### src/include/krlt_pkg.sv
// shared constants for the link-training readback and override bank
package krlt_pkg;
  // word indices as printed (not multiples of four: byte address = 4*index)
  localparam logic [11:0] REG_PARTNER_REPORT_IDX = 12'h4d4;
  localparam logic [11:0] REG_READBACK_IDX = 12'h4d5;
  localparam logic [11:0] REG_OVERRIDE_IDX = 12'h4d6;
  localparam logic [11:0] REG_RESERVED_LAST_IDX = 12'h4ff;
  localparam logic [11:0] REG_TRAIN_CTRL_IDX = 12'h4d0;
  localparam int ADDR_W = 14;
  localparam int DATA_W = 32;
  // partner report word fields
  localparam int PCR_LSB = 24;
  localparam int PCR_W = 6;
  localparam int PRT_BIT = 30;
  localparam int PCU_LSB = 16;
  localparam int PCU_W = 8;
  // coefficient status encodings
  localparam logic [1:0] COEF_MAXIMUM = 2'h3;
  localparam logic [1:0] COEF_MINIMUM = 2'h1;
  localparam logic [1:0] COEF_UPDATED = 2'h2;
  localparam logic [1:0] COEF_NOT_UPDATED = 2'h0;
  // readback word fields
  localparam int SWING_LSB = 0;
  localparam int SWING_W = 5;
  localparam int POST_LSB = 8;
  localparam int POST_W = 6;
  localparam int PRE_LSB = 16;
  localparam int PRE_W = 5;
  localparam int PKV_LSB = 24;
  localparam int PKV_W = 4;
  localparam int PKK_LSB = 28;
  localparam int FBK_LSB = 30;
  localparam int MODE_W = 2;
  // override word fields
  localparam int CEIL_LSB = 0;
  localparam int CEIL_EN_BIT = 5;
  localparam int FLOOR_LSB = 8;
  localparam int FLOOR_EN_BIT = 13;
  localparam int POSTL_LSB = 16;
  localparam int POSTL_W = 6;
  localparam int POSTL_EN_BIT = 22;
  localparam int PREL_LSB = 24;
  localparam int PREL_EN_BIT = 29;
  localparam int TAP5_W = 5;
  // own control word: bit 0 is local training enable
  localparam int TRAIN_EN_BIT = 0;
  localparam logic TRAIN_EN_RESET = 1'b1;
  localparam logic [DATA_W-1:0] ZERO_WORD = 32'h0000_0000;
  // default limit parameters (plain neutral values)
  localparam logic [4:0] SWING_CEILING_DEFAULT = 5'h1f;
  localparam logic [4:0] SWING_FLOOR_DEFAULT = 5'h09;
  localparam logic [5:0] POST_LIMIT_DEFAULT = 6'h19;
  localparam logic [4:0] PRE_LIMIT_DEFAULT = 5'h10;
  localparam logic [4:0] PRESET_MAIN_DEFAULT = 5'h1f;
endpackage

### src/logic/krlt_apb_decode.sv
`timescale 1ns/1ps
// apb address decoder for the bank's word slots
module krlt_apb_decode (
  input wire logic [krlt_pkg::ADDR_W-1:0] i_paddr, // byte address
  output logic o_sel_report, // partner report word
  output logic o_sel_readback, // trained readback word
  output logic o_sel_override, // override word
  output logic o_sel_ctrl, // training control word
  output logic o_sel_reserved, // reserved span, reads zero
  output logic o_misaligned // low address bits nonzero
);
  import krlt_pkg::*;
  logic [11:0] idx;
  // word index from byte address
  assign idx = i_paddr[ADDR_W-1:2];
  assign o_misaligned = |i_paddr[1:0];
  assign o_sel_report = (idx == REG_PARTNER_REPORT_IDX);
  assign o_sel_readback = (idx == REG_READBACK_IDX);
  assign o_sel_override = (idx == REG_OVERRIDE_IDX);
  assign o_sel_ctrl = (idx == REG_TRAIN_CTRL_IDX);
  assign o_sel_reserved = (idx > REG_OVERRIDE_IDX)
    && (idx <= REG_RESERVED_LAST_IDX);
endmodule

### src/logic/krlt_bank.sv
`timescale 1ns/1ps
// readback and override register bank for one lane's link training
// What this block does
// - partner coefficient report in bits 29:24
// - two-bit fields: max, min, updated, none
// - bit 30 shows partner receiver trained
// - readback 4:0 holds trained swing level
// - readback 13:8 holds trained post cursor
// - readback 20:16 holds trained pre cursor
// - capture peaking value, kind, feedback kind
// - bit 5 swaps swing ceiling limit
// - ceiling override also replaces preset main
// - bit 13 swaps swing floor limit
// - bit 22 swaps post cursor limit
// - bit 29 swaps pre cursor limit
// - words after override to 4ff reserved
// - update bits writable only training disabled
module krlt_bank (
  input wire logic i_clk, // 100 MHz clock
  input wire logic i_resetn, // async reset, active low
  input wire logic i_psel, // apb select
  input wire logic i_penable, // apb enable
  input wire logic i_pwrite, // apb write
  input wire logic [krlt_pkg::ADDR_W-1:0] i_paddr, // apb byte address
  input wire logic [krlt_pkg::DATA_W-1:0] i_pwdata, // apb write data
  input wire logic [3:0] i_pstrb, // apb byte strobes
  output logic [krlt_pkg::DATA_W-1:0] o_prdata, // apb read data
  output logic o_pready, // apb ready
  output logic o_pslverr, // apb error
  // frame receiver strobes
  input wire logic i_frame_valid, // new frame received
  input wire logic [krlt_pkg::PCR_W-1:0] i_frame_status, // status word bits
  input wire logic i_frame_rx_ready, // partner receiver ready bit
  input wire logic [krlt_pkg::PCU_W-1:0] i_frame_update, // update word bits
  // coefficient update logic
  input wire logic i_tap_valid, // new trained taps
  input wire logic [krlt_pkg::SWING_W-1:0] i_tap_swing, // trained swing
  input wire logic [krlt_pkg::POST_W-1:0] i_tap_post, // trained post
  input wire logic [krlt_pkg::PRE_W-1:0] i_tap_pre, // trained pre
  // receive equalisation reconfiguration
  input wire logic i_rxeq_valid, // value sent to reconfig
  input wire logic [krlt_pkg::PKV_W-1:0] i_peaking_filter_code, // peaking
  input wire logic [krlt_pkg::MODE_W-1:0] i_peaking_mode, // peaking kind
  input wire logic [krlt_pkg::MODE_W-1:0] i_feedback_mode, // feedback kind
  // effective limits for the local transmitter
  output logic [4:0] o_swing_ceiling, // effective max swing
  output logic [4:0] o_swing_floor, // effective min swing
  output logic [5:0] o_post_cursor_limit, // effective post limit
  output logic [4:0] o_pre_cursor_limit, // effective pre limit
  output logic [4:0] o_preset_main_tap, // effective preset main
  output logic o_training_enable, // local training enable
  output logic [krlt_pkg::PCU_W-1:0] o_partner_update // update bits
);
  import krlt_pkg::*;

  // byte-lane merge used by the override and partner report words
  function automatic logic [DATA_W-1:0] merge_bytes(
    input logic [DATA_W-1:0] old_v,
    input logic [DATA_W-1:0] new_v,
    input logic [3:0] strb
  );
    logic [DATA_W-1:0] res;
    res = old_v;
    for (int b = 0; b < 4; b++) begin
      if (strb[b]) begin
        res[b*8 +: 8] = new_v[b*8 +: 8];
      end
    end
    return res;
  endfunction

  typedef enum logic [1:0] {
    KRLT_IDLE = 2'h1,
    KRLT_DONE = 2'h2
  } krlt_apb_type;

  krlt_apb_type apb_q, apb_d;
  logic sel_report, sel_readback, sel_override, sel_ctrl, sel_reserved;
  logic misaligned;
  logic frame_rx_ready_s;
  logic [PCR_W-1:0] partner_coef_report_q;
  logic partner_rx_trained_flag_q;
  logic [PCU_W-1:0] partner_update_q;
  logic [SWING_W-1:0] trained_swing_level_q;
  logic [POST_W-1:0] trained_post_cursor_q;
  logic [PRE_W-1:0] trained_pre_cursor_q;
  logic [PKV_W-1:0] rx_peaking_value_q;
  logic [MODE_W-1:0] rx_peaking_kind_q;
  logic [MODE_W-1:0] rx_feedback_eq_kind_q;
  logic [DATA_W-1:0] override_q, override_d;
  logic train_en_q;
  logic [DATA_W-1:0] report_word, readback_word, ctrl_word, rdata_d;
  logic access, wr_acc, rd_acc, err_d, mapped;
  logic [DATA_W-1:0] report_wr;

  krlt_apb_decode u_decode (
    .i_paddr(i_paddr),
    .o_sel_report(sel_report),
    .o_sel_readback(sel_readback),
    .o_sel_override(sel_override),
    .o_sel_ctrl(sel_ctrl),
    .o_sel_reserved(sel_reserved),
    .o_misaligned(misaligned)
  );

  // receiver-ready bit arrives from the frame clock side as a level
  krlt_sync2 u_sync_ready (
    .i_clk(i_clk),
    .i_resetn(i_resetn),
    .i_async(i_frame_rx_ready),
    .o_sync(frame_rx_ready_s)
  );

  // apb access phase qualification
  assign access = i_psel && i_penable && (apb_q == KRLT_IDLE);
  assign wr_acc = access && i_pwrite;
  assign rd_acc = access && !i_pwrite;
  assign mapped = !misaligned && (sel_report || sel_readback
    || sel_override || sel_ctrl || sel_reserved);
  assign err_d = access && !mapped;

  // one wait state: answer comes in the cycle after the access phase opens
  always_comb begin
    apb_d = apb_q;
    case (apb_q)
      KRLT_IDLE: begin
        if (access) begin
          apb_d = KRLT_DONE;
        end
      end
      KRLT_DONE: apb_d = KRLT_IDLE;
      default: apb_d = KRLT_IDLE;
    endcase
  end

  assign report_word = {1'b0, partner_rx_trained_flag_q,
    partner_coef_report_q, partner_update_q, 16'h0000};

  // swing, post and pre readback layout
  assign readback_word = {rx_feedback_eq_kind_q, rx_peaking_kind_q,
    rx_peaking_value_q, 3'h0, trained_pre_cursor_q, 2'h0,
    trained_post_cursor_q, 3'h0, trained_swing_level_q};

  assign ctrl_word = {31'h0, train_en_q};

  // reserved span and errors read as zero
  assign rdata_d = !rd_acc || !mapped ? ZERO_WORD :
    sel_report ? report_word :
    sel_readback ? readback_word :
    sel_override ? override_q :
    sel_ctrl ? ctrl_word : ZERO_WORD;

  assign override_d = merge_bytes(override_q, i_pwdata, i_pstrb);
  assign report_wr = merge_bytes(report_word, i_pwdata, i_pstrb);

  // apb state and answer registers
  always_ff @(posedge i_clk or negedge i_resetn) begin
    if (!i_resetn) begin
      apb_q <= KRLT_IDLE;
      o_pready <= 1'b0;
      o_pslverr <= 1'b0;
      o_prdata <= ZERO_WORD;
    end else begin
      apb_q <= apb_d;
      o_pready <= access;
      o_pslverr <= err_d;
      o_prdata <= rdata_d;
    end
  end

  // software-written words
  always_ff @(posedge i_clk or negedge i_resetn) begin
    if (!i_resetn) begin
      override_q <= ZERO_WORD;
      train_en_q <= TRAIN_EN_RESET;
    end else begin
      if (wr_acc && mapped && sel_override) begin
        override_q <= override_d;
      end
      if (wr_acc && mapped && sel_ctrl && i_pstrb[0]) begin
        train_en_q <= i_pwdata[TRAIN_EN_BIT];
      end
    end
  end

  // partner report capture: status from each received frame, update bits only while training, trained flag every cycle
  always_ff @(posedge i_clk or negedge i_resetn) begin
    if (!i_resetn) begin
      partner_coef_report_q <= 6'h00;
      partner_rx_trained_flag_q <= 1'b0;
      partner_update_q <= 8'h00;
    end else begin
      partner_rx_trained_flag_q <= frame_rx_ready_s;
      if (i_frame_valid) begin
        partner_coef_report_q <= i_frame_status;
      end
      // frame wins while training, software when disabled
      if (train_en_q && i_frame_valid) begin
        partner_update_q <= i_frame_update;
      end else if (!train_en_q && wr_acc && mapped && sel_report) begin
        partner_update_q <= report_wr[PCU_LSB +: PCU_W];
      end
    end
  end

  // readbacks change only on new values
  always_ff @(posedge i_clk or negedge i_resetn) begin
    if (!i_resetn) begin
      trained_swing_level_q <= 5'h00;
      trained_post_cursor_q <= 6'h00;
      trained_pre_cursor_q <= 5'h00;
      rx_peaking_value_q <= 4'h0;
      rx_peaking_kind_q <= 2'h0;
      rx_feedback_eq_kind_q <= 2'h0;
    end else begin
      if (i_tap_valid) begin
        trained_swing_level_q <= i_tap_swing;
        trained_post_cursor_q <= i_tap_post;
        trained_pre_cursor_q <= i_tap_pre;
      end
      if (i_rxeq_valid) begin
        rx_peaking_value_q <= i_peaking_filter_code;
        rx_peaking_kind_q <= i_peaking_mode;
        rx_feedback_eq_kind_q <= i_feedback_mode;
      end
    end
  end

  // effective limit selection, registered onto the outputs
  always_ff @(posedge i_clk or negedge i_resetn) begin
    if (!i_resetn) begin
      o_swing_ceiling <= SWING_CEILING_DEFAULT;
      o_swing_floor <= SWING_FLOOR_DEFAULT;
      o_post_cursor_limit <= POST_LIMIT_DEFAULT;
      o_pre_cursor_limit <= PRE_LIMIT_DEFAULT;
      o_preset_main_tap <= PRESET_MAIN_DEFAULT;
      o_training_enable <= TRAIN_EN_RESET;
      o_partner_update <= 8'h00;
    end else begin
      o_swing_ceiling <= override_q[CEIL_EN_BIT] ?
        override_q[CEIL_LSB +: TAP5_W] : SWING_CEILING_DEFAULT;
      o_preset_main_tap <= override_q[CEIL_EN_BIT] ?
        override_q[CEIL_LSB +: TAP5_W] : PRESET_MAIN_DEFAULT;
      o_swing_floor <= override_q[FLOOR_EN_BIT] ?
        override_q[FLOOR_LSB +: TAP5_W] : SWING_FLOOR_DEFAULT;
      o_post_cursor_limit <= override_q[POSTL_EN_BIT] ?
        override_q[POSTL_LSB +: POSTL_W] : POST_LIMIT_DEFAULT;
      o_pre_cursor_limit <= override_q[PREL_EN_BIT] ?
        override_q[PREL_LSB +: TAP5_W] : PRE_LIMIT_DEFAULT;
      o_training_enable <= train_en_q;
      o_partner_update <= partner_update_q;
    end
  end
endmodule

### src/logic/krlt_sync2.sv
`timescale 1ns/1ps
// two-flop synchroniser for a level bit
module krlt_sync2 (
  input wire logic i_clk, // clock
  input wire logic i_resetn, // async reset, active low
  input wire logic i_async, // asynchronous level
  output logic o_sync // synchronised level
);
  logic meta_q;
  // first flop is read only by the second
  always_ff @(posedge i_clk or negedge i_resetn) begin
    if (!i_resetn) begin
      meta_q <= 1'b0;
      o_sync <= 1'b0;
    end else begin
      meta_q <= i_async;
      o_sync <= meta_q;
    end
  end
endmodule
### config.mk
export PLATFORM = sky130hd
export DESIGN_NAME = krlt_bank
export DESIGN_NICKNAME = d
export VERILOG_FILES = /design/src/include/krlt_pkg.sv /design/src/logic/krlt_apb_decode.sv /design/src/logic/krlt_bank.sv /design/src/logic/krlt_sync2.sv
export SDC_FILE = /design/constraint.sdc
export NUM_CORES = 1
export LEC_CHECK = 0
export BUFFER_PORTS_ARGS = -buffer_cell sky130_fd_sc_hd__buf_4
export CORE_MARGIN = 2
export CORE_UTILIZATION = 40
export DETAILED_ROUTE_END_ITERATION = 10
export SLEW_MARGIN = 5
export SYNTH_ARGS = -nofsm -noshare
export SYNTH_HDL_FRONTEND = slang
export SYNTH_HIERARCHICAL = 1
export SYNTH_SLANG_ARGS = --single-unit
### constraint.sdc
create_clock -name i_clk -period 5.3 [get_ports i_clk]
set_input_delay 0.795 -clock i_clk [delete_from_list [all_inputs] [get_ports i_clk]]
set_output_delay 0.795 -clock i_clk [all_outputs]
set_load 0.02 [all_outputs]
==> results of run 1 <==
==> placed cells by master (no fill, tap or decap), types with 2 or more instances in the layout <==
cell type / instances
a2111oi_0: 7
a2111oi_2: 6
a21oi_1: 21
a22oi_1: 6
and2_1: 15
and3b_1: 19
buf_4: 168
clkbuf_1: 4
clkbuf_16: 17
clkbuf_8: 3
clkinv_2: 4
clkinvlp_4: 2
dfrtp_1: 126
dfstp_2: 14
inv_1: 4
mux2_2: 78
nand2_1: 12
nand2b_1: 12
nand3b_1: 2
nor2_1: 11
nor2_4: 2
nor3_1: 5
nor3_4: 4
nor4_1: 11
or2_2: 2
==> cell families (layout without fill, tap and decap cells) <==
family / Yosys count / count (layout) / synth area share (%)
simple gates: 108 / 108 / 13.5
mux: 78 / 78 / 15.5
buf+inv: 32 / 204 / 2.98
flops: 140 / 140 / 62.2
compound gates: 44 / 44 / 5.83
==> sequential cells by signal (all words and copies together) (netlist names), 4 cells and up <==
signal	count
o_preset_main_tap	5
rx_peaking_value_q	4
o_prdata	32
trained_post_cursor_q	6
trained_swing_level_q	5
override_q	32
partner_update_q	8
o_post_cursor_limit	6
o_partner_update	8
partner_coef_report_q	6
o_swing_floor	5
o_pre_cursor_limit	5
trained_pre_cursor_q	5
==> metrics by stage <==
step                      cells  worst slack [ps]  power, W
after floorplan             402              2130   0.00116
after global placement      723              1730   0.00125
after detailed placement    723              1640   0.00126
after CTS                   754              2050   0.00235
after global routing        754              2000   0.00241
final                       754              2090   0.00233
==> final cells by class <==
cell class | instances | area share [%]
Sequential cell | 140 | 46.5
Multi-Input combinational cell | 230 | 26.3
Timing Repair Buffer | 169 | 16.8
Clock buffer | 24 | 6.36
Tap cell | 180 | 2.97
Clock inverter | 7 | 0.859
Inverter | 4 | 0.198
==> critical path: stages <==
cell     delay (ps)
buf_4           100
or4b_1          530
or4_4           550
nor3b_4         210
buf_4           270
nand2_1         120
nor4_4          510
mux2_2          410
==> synth_stat cells, types with 7 or more instances <==
cell,instances
clkbuf_1,9
and3b_1,19
buf_2,8
a21oi_1,21
mux2_2,78
a2111oi_0,7
dfrtp_1,126
nor2_1,12
and2_1,15
nand2_1,12
buf_4,8
dfstp_2,14
nand2b_1,12
nor4_1,11
==> metal layers <==
layer / vias up / GRT usage (%)
li1: 1755 / -
met5: - / 0
met1: 1825 / 23.0
met3: 17 / 4.80
met2: 121 / 29.3
met4: 0 / 7.03
==> worst paths after layout <==
| check | start | end | cells after the start |
|---|---|---|---|
| setup / recovery | i_paddr[10] | partner_update_q[1]$_DFFE_PN0P_ | 8 |
| hold / removal | u_sync_ready/o_sync$_DFF_PN0_ | partner_rx_trained_flag_q$_DFF_PN0_ | 0 |
| setup reg to reg | apb_q[0]$_DFFE_PN1P_ | o_prdata[0]$_DFF_PN0_ | 3 |
| hold reg to reg | u_sync_ready/o_sync$_DFF_PN0_ | partner_rx_trained_flag_q$_DFF_PN0_ | 0 |
| max in group asynchronous | i_resetn | rx_peaking_value_q[2]$_DFFE_PN0P_ | 2 |
| min in group asynchronous | i_resetn | apb_q[1]$_DFFE_PN0P_ | 1 |
==> report_power, final <==
| part | internal [W] | total, W | switching [W] |
|---|---|---|---|
| registers | 0.00110 | 0.00111 | 0.0000130 |
| clock network | 0.000675 | 0.00109 | 0.000419 |
| logic | 0.0000700 | 0.000125 | 0.0000546 |
==> out/results.ini, run 1 <==
[clock_network]
root_buffer=clkbuf_16
clk_pin_slew_ps=60
cts_resized=0
cts_setup_buffers=0
cts_made_buffers=17
cts_tree=built
postCtsHoldBufs=0
clkSinkCount=140
htreeDepth=4
clk_path_buf_depth=2
clkLatencyLatePin_ps=420

[die]
fp-row-count=43
die_area_sq_um=15100
start_util_pct=40.8
die_x_microns=123
design.core.area_sq_um=13900
io_pins=166
die_y_microns=123

[drt]
wl_met2_mm=6.48
vias=3718
topRoutingLayerUsed=met4
wire_per_inst_microns=17.3
wirelength_mm=13.1
vias_per_cell=4.93
drc=0
dr.pass1.iters=4
postRouteAntennaNets=0
drt_iter0_drc=165
drt-met1-wl_mm=5.55
dr_wl_met3_microns=823

[finish]
final_layout_size_suffix_gt1_share_pct=53.8
fillers=1186
multi_input_comb_area_sq_um=1990
finalCoreUtilization_pct=54.6
final_area_sq_um=7570
num_antenna_cells=0
nets=659
syn2layout_area_growth_pct=33.7
seq_area_sq_um=3520

[yosys]
synth_edf_count=0
synth_nets=499
synth_area_sq_um=5660
yosysSeqAreaShare_pct=62.2
syn_inst=402
syn-mean-instance-area_sq_um=14.1
synth.area.top_cells=dfrtp_1, mux2_2, dfstp_2
synth-seq-cells=140
async_reset_ff_share_pct=100
synthFlopType=dfrtp_1
post-synth-top-area-cell=dfrtp_1
ys.warnings.count=6
synth_cell_type_count=41
yosys.area.top_type_share_pct=55.7

[job]
max-cap-violations=0

[worst_hold_path]
hold_class=reg -> reg

[placed_design]
placed_cell_area_sq_um=7030
routabilityCongestion=0.746
io_buffers=165
dp_hpwl_mm=9.12

[global_routing]
track_usage_pct=18.0
overflow=0
antenna_found_initial=0
grt_start_max_net_pins=89
grt_pass1_wl_mm=20.1
grt_pass1_vias=3868

[timing]
setup_viol=0
hold-worst-slack_ps=351
grt_setup_unrepaired=no
post-route-period-util_pct=60.5
hold_viol=0
setup_tns_ps=0
finClkSkew_ps=9.46
relSlewSlack_pct=21.2
slew_violations=0
worst-slew-pin-transition_ps=1180
post-route-min-period_ps=3210
fmax_mhz=312

[setup_path]
worst_setup_path_start_kind=primary input
critPathCaptureType=flop
arrival_ps=3510
cp.required_ps=5600
cp_max_fo=21
r2r_setup_slack_ps=2940
path_class=in -> reg

[power]
leakagePower_nw=3.68
pwr_density_cell_nw_per_um2=308
ir_drop_uv=239

[status]
status=complete, no violations

Note: power is estimated with default switching activity, not from simulation.
==> run 2: changes to the inputs <==
Clock period 5.3 ns to 3.3 ns, I/O delays scaled along.
==> out/results.ini, run 2 (synthesized netlist as in run 1, its figures left out) <==
[placed_design]
numPlacedInstances=728  ; +0.69%
dp_hpwl_mm=9.21  ; +0.95%
io_buffers=165  ; unchanged
routabilityCongestion=0.785  ; +5.3%

[timing]
post-route-min-period_ps=2630
hold_viol=0  ; unchanged
setup_tns_ps=0  ; unchanged
post-route-period-util_pct=79.8
relSlewSlack_pct=20.3  ; -0.97 points
finClkSkew_ps=6.95  ; -2.51 ps
fmax_mhz=380
grt_setup_unrepaired=no
worst-slew-pin-transition_ps=1200  ; +14.6 ps
setup_viol=0  ; unchanged
slew_violations=0  ; unchanged
hold-worst-slack_ps=144  ; -207 ps

[die]
fp-row-count=43  ; unchanged
die_area_sq_um=15100  ; unchanged
design.core.area_sq_um=13900  ; unchanged
io_pins=166  ; unchanged
start_util_pct=40.8  ; unchanged
die_y_microns=123  ; unchanged
die_x_microns=123  ; unchanged

[clock_network]
cts_made_buffers=17  ; unchanged
clk_path_buf_depth=2  ; unchanged
root_buffer=clkbuf_16
clkLatencyLatePin_ps=410  ; about the same
cts_setup_buffers=0  ; unchanged
cts_resized=0  ; unchanged
clkSinkCount=140  ; unchanged
htreeDepth=4  ; unchanged
postCtsHoldBufs=0  ; unchanged
cts_tree=built
clk_pin_slew_ps=50  ; about the same

[worst_hold_path]
hold_class=in -> async

[drt]
drc=0  ; unchanged
wire_per_inst_microns=17.5  ; +1.1%
dr.pass1.iters=4  ; unchanged
topRoutingLayerUsed=met4
drt-met1-wl_mm=5.92  ; +6.6%
dr_wl_met3_microns=737  ; -10%
postRouteAntennaNets=0  ; unchanged
vias_per_cell=4.98  ; +0.89%
wirelength_mm=13.3  ; +1.9%
wl_met2_mm=6.54  ; +0.83%
vias=3781  ; +1.7%
drt_iter0_drc=212  ; +28%

[setup_path]
cp.required_ps=3550  ; -2050 ps
critPathCaptureType=flop
r2r_setup_slack_ps=850  ; -2090 ps
r2r-start=apb_q[0]$_DFFE_PN1P_
worst_setup_path_start_kind=primary input
cp_max_fo=22  ; +4.8%
rr_endpoint=o_prdata[28]$_DFF_PN0_
path_class=in -> reg
arrival_ps=2890  ; -620 ps
reg2regPathDepth=3  ; unchanged

[job]
max-cap-violations=0  ; unchanged

[global_routing]
grt_start_max_net_pins=95  ; +6.7%
grt_pass1_wl_mm=21.2  ; +5.1%
overflow=0  ; unchanged
antenna_found_initial=0  ; unchanged
track_usage_pct=18.9  ; +0.85 points
grt_pass1_vias=3978  ; +2.8%

[finish]
syn2layout_area_growth_pct=35.6
nets=664  ; +0.76%
finalCoreUtilization_pct=55.3  ; +0.77 points
fillers=1171  ; -1.3%
final_common_cell=buf_4
num_antenna_cells=0  ; unchanged
finalNonFillerCells=760  ; +0.80%
mostFrequentLayoutCells=buf_4, dfrtp_1, mux2_2
top_regs=o_prdata (32), override_q (32)
final_layout_size_suffix_gt1_share_pct=54.5  ; +0.65 points

[status]
status=complete, no violations

[power]
pwr_density_cell_nw_per_um2=503  ; +64%
leakagePower_nw=3.74  ; +1.7%
ir_drop_uv=318  ; +33%

-- run 2: cell types whose count changed in the layout (fill, tap and decap cells not counted) --
cell | before | now
buf_12 | 0 | 2
buf_4 | 168 | 171
bufinv_16 | 1 | 2
clkbuf_1 | 4 | 3
clkbuf_8 | 3 | 5
clkinv_2 | 4 | 5
clkinvlp_4 | 2 | 0
-- run 2: where the power goes --
part | switching, W | internal [W]
clock network | 0.000670 | 0.00121
logic | 0.0000901 | 0.000114
registers | 0.0000211 | 0.00176
-- run 2: worst max path at each step --
stage,start,cells past startpoint,slack (ps),to
after floorplan,i_paddr[10],7,430,partner_update_q[0]$_DFFE_PN0P_
after global placement,i_paddr[10],6,330,o_prdata[19]$_DFF_PN0_
after detailed placement,i_paddr[10],6,280,o_prdata[17]$_DFF_PN0_
after CTS,i_paddr[10],6,720,o_prdata[18]$_DFF_PN0_
after global routing,i_paddr[10],6,500,o_prdata[18]$_DFF_PN0_
final,i_paddr[10],6,670,o_prdata[17]$_DFF_PN0_
-- run 2: critical path, stage by stage --
cell	delay (ps)
buf_4	110
or4b_1	540
or4_4	550
nor3b_4	260
inv_1	380
a2111oi_0	560
-- run 2: per-stage QoR --
stage          setup slack [ps]  total power, W  area, sq um
2_1_floorplan               429         0.00187         5660
3_3_place_gp                326         0.00202         7090
3_5_place_dp                284         0.00202         7090
4_1_cts                     718         0.00390         7680
5_1_grt                     497         0.00402         7680
6_report                    668         0.00386         7680
-- run 2: per-layer routing --
layer | vias to the layer above | GRT usage, %
li1 | 1769 | -
met1 | 1899 | 25.5
met2 | 107 | 30.0
met3 | 6 | 5.03
met4 | 0 | 5.61
met5 | - | 0
-- run 2: area by class of cell --
class | count | area, sq um | share of cell area (%)
clock buffer | 25 | 505 | 6.58
clock inverter | 7 | 85.1 | 1.11
inverter | 4 | 15.0 | 0.196
multi-input combinational | 230 | 1990 | 25.9
timing repair buffer | 174 | 1340 | 17.4
sequential | 140 | 3520 | 45.9
tap | 180 | 225 | 2.93
==> run 3: changes to the inputs <==
Settings changed: PLACE_DENSITY set to 0.67.
Clock period 3.3 ns to 2.2 ns, I/O delays scaled along.
==> out/results.ini, run 3 (synthesized netlist as in run 1, its figures left out) <==
[status]
status=finished, violations left
violations=negative setup slack

[die]
design.core.area_sq_um=13900  ; unchanged
die_area_sq_um=15100  ; unchanged
start_util_pct=40.8  ; unchanged
die_y_microns=123  ; unchanged
die_x_microns=123  ; unchanged
fp-row-count=43  ; unchanged
io_pins=166  ; unchanged

[finish]
finalNonFillerCells=793  ; +4.3%
final_layout_size_suffix_gt1_share_pct=59.9  ; +5.4 points
top_regs=o_prdata (32), override_q (32)
num_antenna_cells=0  ; unchanged
mostFrequentLayoutCells=buf_4, dfrtp_1, mux2_2
final_common_cell=buf_4
nets=697  ; +5.0%
syn2layout_area_growth_pct=46.5

[clock_network]
root_buffer=clkbuf_16
clk_path_buf_depth=2  ; unchanged
htreeDepth=4  ; unchanged
clk_pin_slew_ps=60  ; about the same
cts_tree=built
clkSinkCount=140  ; unchanged
clkLatencyLatePin_ps=410  ; about the same
cts_made_buffers=17  ; unchanged

[setup_path]
path_class=in -> reg
arrival_ps=2510  ; -380 ps
cp_max_fo=8  ; -64%
slowest_stage=or4b_4
critPathCaptureType=flop
worst_setup_path_start_kind=primary input
cp_cell_sequence=buf_6 -> or4b_4 -> or4_4 -> nor3b_4 -> buf_6 -> nand2_4 -> nor4_4 -> buf_6 -> mux2_2
cp.required_ps=2500  ; -1050 ps
slowest_delay_ps=520  ; -40 ps
r2r_setup_slack_ps=290  ; -560 ps
critPathMostFrequentCell=buf_6

[timing]
post-route-min-period_ps=2210
postLayoutSetupSlackWorst_ps=-12.1  ; -680 ps
worst-slew-pin-transition_ps=546  ; -650 ps
setup_tns_ps=-33.8  ; -33.8 ps
hold_viol=0  ; unchanged
post-route-period-util_pct=101
setup_viol=3  ; +3
fmax_mhz=452
grt_setup_unrepaired=yes
hold-worst-slack_ps=148  ; +4.06 ps
relSlewSlack_pct=63.6  ; +43 points
finClkSkew_ps=6.80  ; -0.143 ps
slew_violations=0  ; unchanged

[worst_hold_path]
hold_class=in -> reg

[placed_design]
numPlacedInstances=751  ; +3.2%
routabilityCongestion=0.782  ; -0.41%
io_buffers=165  ; unchanged
dp_hpwl_mm=9.83  ; +6.7%

[drt]
vias_per_cell=4.94  ; -0.66%
wirelength_mm=13.9  ; +4.6%
drt_iter0_drc=201  ; -5.2%
wire_per_inst_microns=17.6  ; +0.26%
vias=3919  ; +3.6%
drc=0  ; unchanged
dr.pass1.iters=4  ; unchanged
postRouteAntennaNets=0  ; unchanged

[power]
switching_power_w=0.00124  ; +58%
p_seq_share_pct=48.5  ; +2.4 points
leakagePower_nw=4.01  ; +7.3%
power_frac_clock_pct=45.4  ; -3.2 points
switching_share_pct=22.4  ; +2.2 points
power.internal_w=0.00429  ; +39%
pwr_density_cell_nw_per_um2=666  ; +32%
ir_drop_uv=483  ; +52%
p_comb_share_pct=6.1  ; +0.8 points
power.total_w=0.00552  ; +43%

[global_routing]
grt_start_max_net_pins=54  ; -43%
antenna_found_initial=0  ; unchanged
grt_pass1_vias=4078  ; +2.5%
overflow=0  ; unchanged
track_usage_pct=19.3  ; +0.40 points
grt_pass1_wl_mm=21.6  ; +1.9%

[job]
max-cap-violations=0  ; unchanged

[run 3: metrics by stage]
step	util, %	worst slack [ps]	cell area, sq um
CTS	58.7	9.92	8150
global route	59.8	-43.7	8300
finish	59.8	-12.1	8300
global placement	54.5	-533	7560
floorplan	-	-467	5910
detailed placement	54.5	-600	7560
[run 3: area by class of cell]
| cell class | instances | area [sq um] |
|---|---|---|
| Clock inverter | 12 | 75.1 |
| Clock buffer | 20 | 447 |
| Multi-Input combinational cell | 230 | 2300 |
| Timing Repair Buffer | 207 | 1710 |
| Inverter | 4 | 15.0 |
| Sequential cell | 140 | 3520 |
| Tap cell | 180 | 225 |
| Fill cell | 1116 | 5580 |
[run 3: critical path: cells and delay by family]
kind | cells | cell delay [ps]
simple gates | 5 | 1410
buf+inv | 3 | 420
mux | 1 | 340
[run 3: path summary, 6_finish.rpt]
| kind | start | endpoint | cells past startpoint |
|---|---|---|---|
| min in group asynchronous | i_resetn | rx_peaking_value_q[2]$_DFFE_PN0P_ | 2 |
| worst min register to register | u_sync_ready/o_sync$_DFF_PN0_ | partner_rx_trained_flag_q$_DFF_PN0_ | 0 |
| worst min-delay path | i_tap_post[4] | trained_post_cursor_q[4]$_DFFE_PN0P_ | 2 |
| worst max-delay path | i_paddr[10] | partner_update_q[7]$_DFFE_PN0P_ | 9 |
| max in group asynchronous | i_resetn | apb_q[0]$_DFFE_PN1P_ | 3 |
| worst max register to register | apb_q[0]$_DFFE_PN1P_ | o_prdata[24]$_DFF_PN0_ | 4 |
[run 3: repair_timing]
| item | 4_1_cts | 5_1_grt |
|---|---|---|
| setup buffers | 3 | 5 |
| pin swaps | 2 | 2 |
| hold buffers | 1 | 1 |
| hold endpoints to repair | 48 | 1 |
| setup endpoints to repair | 32 | 29 |
| gates resized for setup | 8 | 18 |
[run 3: per-layer routing]
metal  routed length [microns]  GRT usage (%)  part of all wire (%)  vias to the layer above
met3                       821           5.72                   5.9                       13
li1                          -              -                     -                     1841
met4                       168           6.11                   1.2                        0
met2                      6720           29.9                    48                      121
met5                         0              0                     0                        -
met1                      6220           26.1                    45                     1944
[run 3: power groups by stage]
stage	Clock (W)	Sequential, W	Combinational (W)
after CTS	0.00257	0.00268	0.000340
after global routing	0.00270	0.00268	0.000366
final	0.00251	0.00268	0.000336
after global placement	0	0.00272	0.000326
after floorplan	0	0.00271	0.0000965
after detailed placement	0	0.00272	0.000335
